$ cat src/hw/lcs_pkg.sv
// Purpose: constants for the led current source register bank
// Assumes: 8-bit register port driven by the serial control decoder
// Notes:   offsets are the register addresses seen by that decoder
// Operation
// RULE1 - each source obeys 2-bit mode: off, on, pwm, pattern generator
// RULE2 - mode register 0x01 holds four 2-bit fields, source four highest
// RULE3 - after reset source one mode is 3, others are 0
// RULE4 - 8-bit level code sets current linearly at 0.1 mA per count
// RULE5 - level codes for sources one to four sit at 0x02 to 0x05
// RULE6 - after reset source one level is 0x40, others zero
// RULE7 - status bit is 1 while the source headroom is below 200 mV
// RULE8 - read-only status at 0x2b, source four bit 3 down to bit 0
// RULE9 - automatic pump starts when a source is enabled and one is low
// RULE10 - status writes ignored; status follows synchronised low indications
package lcs_pkg;

  localparam int unsigned LCS_NUM_SRC   = 4;
  localparam int unsigned LCS_ADDR_W    = 8;
  localparam int unsigned LCS_DATA_W    = 8;
  localparam int unsigned LCS_MODE_W    = 2;
  localparam int unsigned LCS_SYNC_DEPTH = 2;

  // register offsets
  localparam logic [7:0] LCS_ADDR_MODE   = 8'h01;
  localparam logic [7:0] LCS_ADDR_LEVEL1 = 8'h02;
  localparam logic [7:0] LCS_ADDR_LEVEL4 = 8'h05;
  localparam logic [7:0] LCS_ADDR_STATUS = 8'h2b;

  // values after reset
  localparam logic [7:0] LCS_MODE_RST   = 8'h03;
  localparam logic [7:0] LCS_LEVEL1_RST = 8'h40;
  localparam logic [7:0] LCS_LEVEL_RST  = 8'h00;
  localparam logic [7:0] LCS_ZERO       = 8'h00;

  // operating mode codes
  localparam logic [1:0] LCS_MODE_OFF = 2'h0;
  localparam logic [1:0] LCS_MODE_ON  = 2'h1;
  localparam logic [1:0] LCS_MODE_PWM = 2'h2;
  localparam logic [1:0] LCS_MODE_PAT = 2'h3;

  // analog scaling carried for the current cells, not used by logic
  localparam int unsigned LCS_STEP_UA      = 100;
  localparam int unsigned LCS_HEADROOM_MV  = 200;

endpackage : lcs_pkg

$ cat src/hw/lcs_flag_if.sv
// Purpose: carries raw and synchronised headroom flags between modules
// Assumes: single clock domain on the receiving side
// Notes:   raw side is driven by the top, flag side by the synchroniser
`timescale 1ns/10ps
`default_nettype none
interface lcs_flag_if #(
  parameter int unsigned WIDTH = 4
);
  logic [WIDTH-1:0] raw;   // unsynchronised low indications
  logic [WIDTH-1:0] flag;  // synchronised status bits

  modport src (output raw, input flag);
  modport syn (input raw, output flag);
endinterface : lcs_flag_if
`default_nettype wire

$ cat src/hw/lcs_flag_sync.sv
// Purpose: two-stage synchroniser for the per-source headroom flags
// Assumes: flags are slow levels from the analog comparators
// Notes:   first stage feeds only the second stage
`timescale 1ns/10ps
`default_nettype none
module lcs_flag_sync
  import lcs_pkg::*;
#(
  parameter int unsigned WIDTH = LCS_NUM_SRC
) (
  input  wire logic i_clk,     // device clock
  input  wire logic i_nrst,    // async reset, active low
  lcs_flag_if.syn   flags      // raw in, synchronised out
);

  typedef struct packed {
    logic [WIDTH-1:0] stage1;
    logic [WIDTH-1:0] stage2;
  } lcs_sync_t;

  lcs_sync_t s_q;
  lcs_sync_t s_d;

  // shift raw flags through both stages
  always_comb begin
    s_d        = s_q;
    s_d.stage1 = flags.raw;     // [RULE10]
    s_d.stage2 = s_q.stage1;
  end

  // status bits clear at reset
  always_ff @(posedge i_clk or negedge i_nrst) begin
    if (!i_nrst) begin
      s_q <= '0;                // [RULE8]
    end else begin
      s_q <= s_d;
    end
  end

  assign flags.flag = s_q.stage2;  // [RULE7]

endmodule : lcs_flag_sync
`default_nettype wire

$ cat src/hw/lcs_regs.sv
// Purpose: register bank for four led current sources
// Assumes: serial decoder gives one-cycle read and write strobes
// Notes:   read data appears one cycle after the read strobe
`timescale 1ns/10ps
`default_nettype none
module lcs_regs
  import lcs_pkg::*;
(
  input  wire logic                  i_clk,            // device clock, 20 MHz
  input  wire logic                  i_nrst,           // async reset, active low
  input  wire logic                  i_wr_en,          // write strobe
  input  wire logic                  i_rd_en,          // read strobe
  input  wire logic [LCS_ADDR_W-1:0] i_addr,           // register offset
  input  wire logic [LCS_DATA_W-1:0] i_wdata,          // write data
  output logic      [LCS_DATA_W-1:0] o_rdata,          // read data
  output logic                       o_rvalid,         // read data valid pulse
  input  wire logic [3:0]            i_pwm_on,         // pwm on/off per source
  input  wire logic [3:0]            i_pattern_on,     // pattern on/off per source
  input  wire logic [3:0]            i_headroom_low,   // below 200 mV per source
  input  wire logic                  i_pump_automatic_enable, // auto pump mode
  output logic      [3:0]            o_source_drive,   // source conducting
  output logic      [3:0]            o_source_enabled, // mode not off
  output logic      [3:0][7:0]       o_level_code,     // level code per source
  output logic      [3:0]            o_headroom_flag,  // synchronised status
  output logic                       o_pump_run        // charge pump request
);

  typedef struct packed {
    logic [7:0]      mode;
    logic [3:0][7:0] level;
    logic [3:0]      drive;
    logic            pump;
    logic [7:0]      rdata;
    logic            rvalid;
  } lcs_state_t;

  lcs_state_t s_q;
  lcs_state_t s_d;

  lcs_flag_if #(.WIDTH(LCS_NUM_SRC)) flag_bus ();

  // pick the on/off control for one source from its mode
  function automatic logic lcs_mode_drive(input logic [1:0] mode,
                                          input logic       pwm,
                                          input logic       pat);
    logic on;
    on = 1'b0;
    case (mode)
      LCS_MODE_OFF: on = 1'b0;
      LCS_MODE_ON:  on = 1'b1;
      LCS_MODE_PWM: on = pwm;
      LCS_MODE_PAT: on = pat;
      default:      on = 1'b0;
    endcase
    return on;
  endfunction : lcs_mode_drive

  // true when an offset lies inside the level block 0x02..0x05
  function automatic logic lcs_is_level(input logic [7:0] addr);
    return (addr >= LCS_ADDR_LEVEL1) && (addr <= LCS_ADDR_LEVEL4);
  endfunction : lcs_is_level

  logic [1:0] wr_idx;
  logic [1:0] rd_idx;
  logic [3:0] enabled;

  // raw comparator levels go through the synchroniser
  assign flag_bus.raw = i_headroom_low;

  lcs_flag_sync #(
    .WIDTH (LCS_NUM_SRC)
  ) u_flag_sync (
    .i_clk  (i_clk),
    .i_nrst (i_nrst),
    .flags  (flag_bus.syn)
  );

  // offset minus base selects the level slot
  assign wr_idx = 2'(i_addr - LCS_ADDR_LEVEL1);  // [RULE5]
  assign rd_idx = wr_idx;

  // a source counts as enabled whenever its mode is not off
  always_comb begin
    for (int i = 0; i < LCS_NUM_SRC; i++) begin
      enabled[i] = (s_q.mode[2*i +: 2] != LCS_MODE_OFF);
    end
  end

  // next state: register writes, drive decode, pump and read port
  always_comb begin
    s_d        = s_q;
    s_d.rvalid = i_rd_en;
    // write decode; status offset is read-only so it has no case here
    if (i_wr_en) begin
      if (i_addr == LCS_ADDR_MODE) begin
        s_d.mode = i_wdata;                    // [RULE2]
      end else if (lcs_is_level(i_addr)) begin
        s_d.level[wr_idx] = i_wdata;           // [RULE5] [RULE4]
      end
    end
    // writes to the status offset fall through untouched [RULE10]
    for (int i = 0; i < LCS_NUM_SRC; i++) begin
      s_d.drive[i] = lcs_mode_drive(s_q.mode[2*i +: 2],
                                    i_pwm_on[i], i_pattern_on[i]);  // [RULE1]
    end
    // pump holds while auto is on and any source stays enabled, drops when auto is off or all are off
    if (!i_pump_automatic_enable || (enabled == 4'h0)) begin
      s_d.pump = 1'b0;
    end else if (|flag_bus.flag) begin
      s_d.pump = 1'b1;                         // [RULE9]
    end
    // read mux, unmapped offsets read as zero
    s_d.rdata = LCS_ZERO;
    if (i_rd_en) begin
      if (i_addr == LCS_ADDR_MODE) begin
        s_d.rdata = s_q.mode;
      end else if (lcs_is_level(i_addr)) begin
        s_d.rdata = s_q.level[rd_idx];
      end else if (i_addr == LCS_ADDR_STATUS) begin
        s_d.rdata = {4'h0, flag_bus.flag};     // [RULE8]
      end
    end
  end

  // reset values: source one in pattern mode at level 0x40
  always_ff @(posedge i_clk or negedge i_nrst) begin
    if (!i_nrst) begin
      s_q          <= '0;
      s_q.mode     <= LCS_MODE_RST;            // [RULE3]
      s_q.level[0] <= LCS_LEVEL1_RST;          // [RULE6]
      s_q.level[1] <= LCS_LEVEL_RST;
      s_q.level[2] <= LCS_LEVEL_RST;
      s_q.level[3] <= LCS_LEVEL_RST;
    end else begin
      s_q <= s_d;
    end
  end

  // outputs straight from flops, except source enabled decoded from the mode; level code scales current in the cells
  assign o_rdata         = s_q.rdata;
  assign o_rvalid        = s_q.rvalid;
  assign o_source_drive  = s_q.drive;
  assign o_source_enabled = enabled;
  assign o_level_code    = s_q.level;          // [RULE4]
  assign o_headroom_flag = flag_bus.flag;      // [RULE7]
  assign o_pump_run      = s_q.pump;

  logic past_valid_q;
  logic [1:0] past_cnt_q;

  // reset-to-run counter so the status assertions skip the first cycles
  always_ff @(posedge i_clk or negedge i_nrst) begin
    if (!i_nrst) begin
      past_cnt_q   <= 2'h0;
      past_valid_q <= 1'b0;
    end else begin
      if (past_cnt_q != 2'h3) begin
        past_cnt_q <= past_cnt_q + 2'h1;
      end
      past_valid_q <= (past_cnt_q == 2'h3);
    end
  end
endmodule : lcs_regs
`default_nettype wire
$ cat config.mk
export PLATFORM = sky130hd
export DESIGN_NAME = lcs_regs
export DESIGN_NICKNAME = d
export VERILOG_FILES = /design/src/hw/lcs_pkg.sv /design/src/hw/lcs_flag_if.sv /design/src/hw/lcs_flag_sync.sv /design/src/hw/lcs_regs.sv
export SDC_FILE = /design/constraint.sdc
export NUM_CORES = 1
export LEC_CHECK = 0
export BUFFER_PORTS_ARGS = -buffer_cell sky130_fd_sc_hd__buf_2
export CORE_MARGIN = 10
export CORE_UTILIZATION = 54
export CTS_BUF_LIST = sky130_fd_sc_hd__clkbuf_4
export DETAILED_ROUTE_END_ITERATION = 7
export GPL_TIMING_DRIVEN = 0
export PLACE_DENSITY = 0.86
export SETUP_SLACK_MARGIN = 0.02
export SYNTH_ARGS = -nofsm -noshare
export SYNTH_HDL_FRONTEND = slang
export SYNTH_SLANG_ARGS = --single-unit
$ cat constraint.sdc
create_clock -name i_clk -period 1.4 [get_ports i_clk]
set_input_delay 0.14 -clock i_clk [delete_from_list [all_inputs] [get_ports i_clk]]
set_output_delay 0.14 -clock i_clk [all_outputs]
set_load 0.05 [all_outputs]
* Word-level counts from Yosys, hierarchy flattened
Cells that the tools add are included.
** Storage, ports and cells
- Flip-flop bits (word level) :: 62
- Input port bits :: 33
- Output and inout bits :: 54
- Logic and storage cells :: 63
** Cells by class
- Add/subtract/negate cells :: 1
- Magnitude comparators :: 4
- Equality and inequality tests :: 14
- Mux-type cells :: 15
- Bitwise gates (word level) :: 1
- Reductions and logical operators :: 17
** Operators by type and width (number)
- 8-bit two-way mux :: 5
- 32-bit bitwise mux :: 1
- 8-bit binary-select mux with 2-bit select :: 1
- 8-bit demux with 2-bit select :: 1
- 2-bit == test, second input constant :: 8
- 1-bit case mux with 4 select lines :: 4
- 2-bit nonzero test :: 5
- 2-bit by 1-bit == test with 1-bit output, second input constant :: 4
- 8-bit by 1-bit == test with 1-bit output, second input constant :: 1
- 8-bit by 6-bit == test with 1-bit output, second input constant :: 1
- 8-bit by 2-bit >= comparator with 1-bit output, second input constant :: 1
- 8-bit by 3-bit less-or-equal comparator with 1-bit output, second input constant :: 1
- 2-bit zero test :: 4
- 4-bit zero test :: 1
- 4-bit two-way mux :: 1
- 4-bit OR reduction :: 1
- 2-bit by 3-bit < comparator with 1-bit output, second input constant :: 1
- 3-bit AND reduction :: 1
- 2-bit by 1-bit >= comparator with 1-bit output, second input constant :: 1
- 1-bit logical AND :: 2
- 1-bit two-way mux :: 2
- 2-bit AND reduction :: 1
- 2-bit subtractor, second input constant :: 1
- 1-bit zero test :: 1
- other kinds (2) :: 2

* Longest topological paths before layout
- Word-level depth :: 6
- Depth in mapped cells :: 4

* Hierarchy
A second synthesis with hierarchy kept.
** Second synthesis, totals
- Cell total of the unflattened synthesis :: 229
- Area, all modules :: 3055.4 µm²
** Modules (own cells, without submodules)
- lcs_regs :: instances 1, cells an instance 221, area an instance 2855.2 µm², sequential area each 1355.0 µm²
- lcs_flag_sync :: instances 1, cells an instance 8, area an instance 200.2 µm², sequential area each 200.2 µm²

* Worst setup path after synthesis
No wires, ideal clock.
- Kind :: register to register
- Start point :: register s_q[50] (netlist bit)
- End point :: register s_q, in the netlist o_pump_run
- Setup time :: 0.133 ns
- Arrival :: 1.244 ns
- Data required time :: 1.267 ns
- Slack :: 0.023 ns
- Cell stages (with the launch flop) :: 4
- Period minus slack after synthesis :: 1.377 ns
- Cells stage by stage :: dfrtp_1 or2_2 o41ai_1 a21oi_1
** Between the ends
- Word-level cells in the longest chain between the ends :: 4
- Elaborated cells on any way between the ends :: 5
- Classes of those cells :: mux (1); reduce/logical (4)
** RTL lines
- from (decl) :: RTL line lcs_regs.sv:37 : lcs_state_t s_q;
- 2-bit nonzero test (*) :: RTL line lcs_regs.sv:85 : enabled[i] = (s_q.mode[2*i +: 2] != LCS_MODE_OFF);
- net o_source_enabled[2] :: RTL line lcs_regs.sv:22 : output logic [3:0] o_source_enabled,
- 4-bit zero test (*) :: RTL line lcs_regs.sv:107 : if (!i_pump_automatic_enable || (enabled == 4'h0)) begin
- 1-bit logical OR (*) :: RTL line lcs_regs.sv:107
- 1-bit two-way mux or 2-bit nonzero test (tied branches)
Mark *: on every way through the listed nets, which the timed path passes. The rest lies on a longest branch.
A chain may end at the register's enable or synchronous reset.

* Worst setup path in the final report
- Start point :: register s_q[53] (netlist bit)
- End point :: output o_source_enabled[3]
** Between the ends
- Word-level cells in the longest chain between the ends :: 1
** RTL lines (RTL line)
- 2-bit nonzero test :: lcs_regs.sv:85
- to (decl) :: lcs_regs.sv:22
Every way passes these cells.

==> results.py <==
metrics = {
    "synth": {
        "post-synth-top-area-cell": "sky130_fd_sc_hd__dfrtp_1",
        "synth_area_leaders": "sky130_fd_sc_hd__dfrtp_1, sky130_fd_sc_hd__mux2_2, sky130_fd_sc_hd__buf_4, sky130_fd_sc_hd__mux4_1, sky130_fd_sc_hd__dfstp_2",
        "synth_cells": 227,
        "synth_cell_type_count": 30,
        "postSynthNetCount": 260,
        "synth_sequential_area_ratio_pct": 50.6,
        "yosys_top_cell_area_share_pct": 48.0,
        "ys_warns": 0,
        "cell_area_after_technology_mapping_sq_um": 3080,
        "ys_seq_elements": 62,
        "postSynthAreaPerCell_sq_um": 13.5,
    },
    "layout": {
        "ratio_of_cells_with_drive_above_1_in_the_final_layout_pct": 63.1,
        "fin_cells": 422,
        "finish.instance_area_sq_um": 3980,
        "syn_to_final_growth_pct": 29.5,
        "layout_commonest_cell": "sky130_fd_sc_hd__buf_2",
        "design.final.nets": 378,
        "mostFrequentLayoutCells": "sky130_fd_sc_hd__buf_2, sky130_fd_sc_hd__dfrtp_1, sky130_fd_sc_hd__buf_4",
        "fin_util_pct": 72.3,
        "n_antenna_cell": 0,
    },
    "detailed_routing": {
        "antenna_violating_nets_post_route": 0,
        "post-route-drc-count": 0,
        "viasPerCell": 5.29,
        "routed_wire_length_per_instance_microns": 18.3,
        "drt-initial-drc-count": 104,
        "routed-wl-met3_microns": 727,
        "detailedRoute.firstPassIterationCount": 4,
        "wl_mm": 7.73,
        "met2WireLength_mm": 3.85,
        "vias": 2234,
        "route.layer.met1.wl_mm": 3.01,
        "route.top_layer_used": "met4",
    },
    "sta": {
        "clock.fmax_ghz": 0.723,
        "layout_worst_path_cycle_share_pct": 98.9,
        "fin_setup_tns_ps": 0,
        "timing.slew.headroom_pct": 49.5,
        "grt_setup_unrepaired": "true",
        "whs_ps": 25.8,
        "finalCriticalPeriod_ps": 1380,
        "final_max_slew_viol_count": 0,
        "fin_ws_ps": 16.1,
        "finalClockSkew_ps": 5.77,
        "setup_viol": 0,
        "worst_pin_slew_ps": 757,
        "finalHoldViolations": 0,
    },
    "clock_network": {
        "cts.root.buffer_cell": "sky130_fd_sc_hd__clkbuf_4",
        "worstSkewPairLatency_ps": 400,
        "numCtsBuffers": 9,
        "cts_tree": "built",
        "htree_levels": 3,
        "clk_transition_reported_paths_ps": 110,
        "cts_sinks": 62,
        "cts_buffer_depth": 2,
    },
    "floorplanning": {
        "die_boundary_width_microns": 95.5,
        "floorplan.initialDensity_pct": 55.9,
        "fp.dieH_microns": 95.5,
        "floorplan.io_pins": 87,
        "design.die.area_sq_um": 9110,
        "core_area_sq_um": 5510,
        "num_rows": 27,
    },
    "setup_path": {
        "cp-start-kind": "flop",
        "critPathRequiredTime_ps": 1260,
        "endpoint_kind_of_the_worst_setup_timing_path": "output port",
        "critical_path_fanouts_max": 2,
        "worst_ep_arrival_time_ps": 1240,
        "timing_worst_setup_path_type": "flop to output port",
    },
    "global_route": {
        "grt_pass1_wl_mm": 12.5,
        "overflow": 0,
        "grt_use_total_pct": 18.0,
        "first_global_vias": 2413,
        "antenna_found_initial": 0,
        "grt_start_max_net_pins": 63,
    },
    "hold_path": {
        "min_path_type": "input port to flop",
    },
    "placed_design": {
        "placed_cell_area_sq_um": 3600,
        "dpl.cell_count": 385,
        "placement.io_buffers": 86,
        "worst_slack_after_detailed_placement_ps": -210,
        "finalWeightedCongestion": 0.894,
        "place_hpwl_mm": 5.33,
    },
    "run": {
        "drv_cap": 0,
    },
    "outcome": {
        "status": "finished clean",
    },
    "power_and_ir_drop": {
        "power_density_nw_per_um2": 992,
        "static-leakage-power_nw": 2.19,
        "fin_total_pwr_mw": 3.95,
        "peakVddDrop_uv": 599,
    },
}
## Yosys cell counts, drive strengths merged
library cell and count:
or3b 1, inv 4, buf 50, dfrtp 59, nor3 2, or2 5
nor3b 3, and4 3, a31oi 8, or3 1, nand3 5, and3b 2
xor2 1, mux4 8, nand4 15, o41ai 5, mux2 40, a21oi 5
nor2 2, nor4 1, a21boi 4, dfstp 3
## worst paths after layout
check                                    from                         to  slack (ps)  cells past startpoint
hold reg to reg            u_flag_sync.s_d[1]  u_flag_sync.flags.flag[1]         360                      0
min in group asynchronous              i_nrst           o_level_code[29]         330                      2
hold / removal                    i_pwm_on[1]          o_source_drive[1]          30                      3
setup reg to reg             o_level_code[30]                 o_rdata[6]          90                      3
max in group asynchronous              i_nrst                 o_rdata[4]         560                      2
setup / recovery                      s_q[53]        o_source_enabled[3]          20                      2
## logic make-up after synthesis
group                     count (synthesis)  synth area share (%)
and+or+nand+nor                          40                  9.93
AOI/OAI and AO/OA                        22                  4.84
DFF                                      62                  50.6
buffers and inverters                    54                  12.7
muxes                                    48                  21.5
xor gates and xnor gates                  1                 0.529
## critical path, stage by stage, from the launching register on
cell	delay, ps
sky130_fd_sc_hd__dfrtp_1	420
sky130_fd_sc_hd__or2_4	270
sky130_fd_sc_hd__buf_8	150
## layer usage
metal	vias to the layer above	GRT usage [%]
li1	1043	-
met1	1087	21.1
met2	92	29.4
met3	12	6.36
met4	0	7.86
met5	-	0
## cell type report
type	count	area [sq um]
clock inverter	7	65.1
clock buffer	9	67.6
sequential	62	1560
fill	381	1520
timing repair buffer	107	664
tap	72	90.1
inverter	4	15.0
multi-input combinational	111	1150
buffer	50	378
## registers in the layout, summed over array words and instances (netlist names)
name	cells
o_level_code	32
o_pump_run	1
o_rdata	8
o_rvalid	1
o_source_drive	4
s_q	8
u_flag_sync.flags.flag	4
u_flag_sync.s_d	4
## report_power, final
part | total [mW] | internal, mW | switching [mW]
Clock | 1.20 | 0.532 | 0.667
Combinational | 0.825 | 0.319 | 0.506
Sequential | 1.93 | 1.87 | 0.0536
Total | 3.95 | 2.72 | 1.23
## what timing repair did
item / in CTS / in global routing
setup endpoints to repair: 6 / 6
hold buffers: 10 / 1
resized for setup: 16 / 4
pin swaps: 0 / 2
buffers inserted: 8 / 2
hold endpoints to repair: 10 / 59
(Power assumes the default switching activity.)
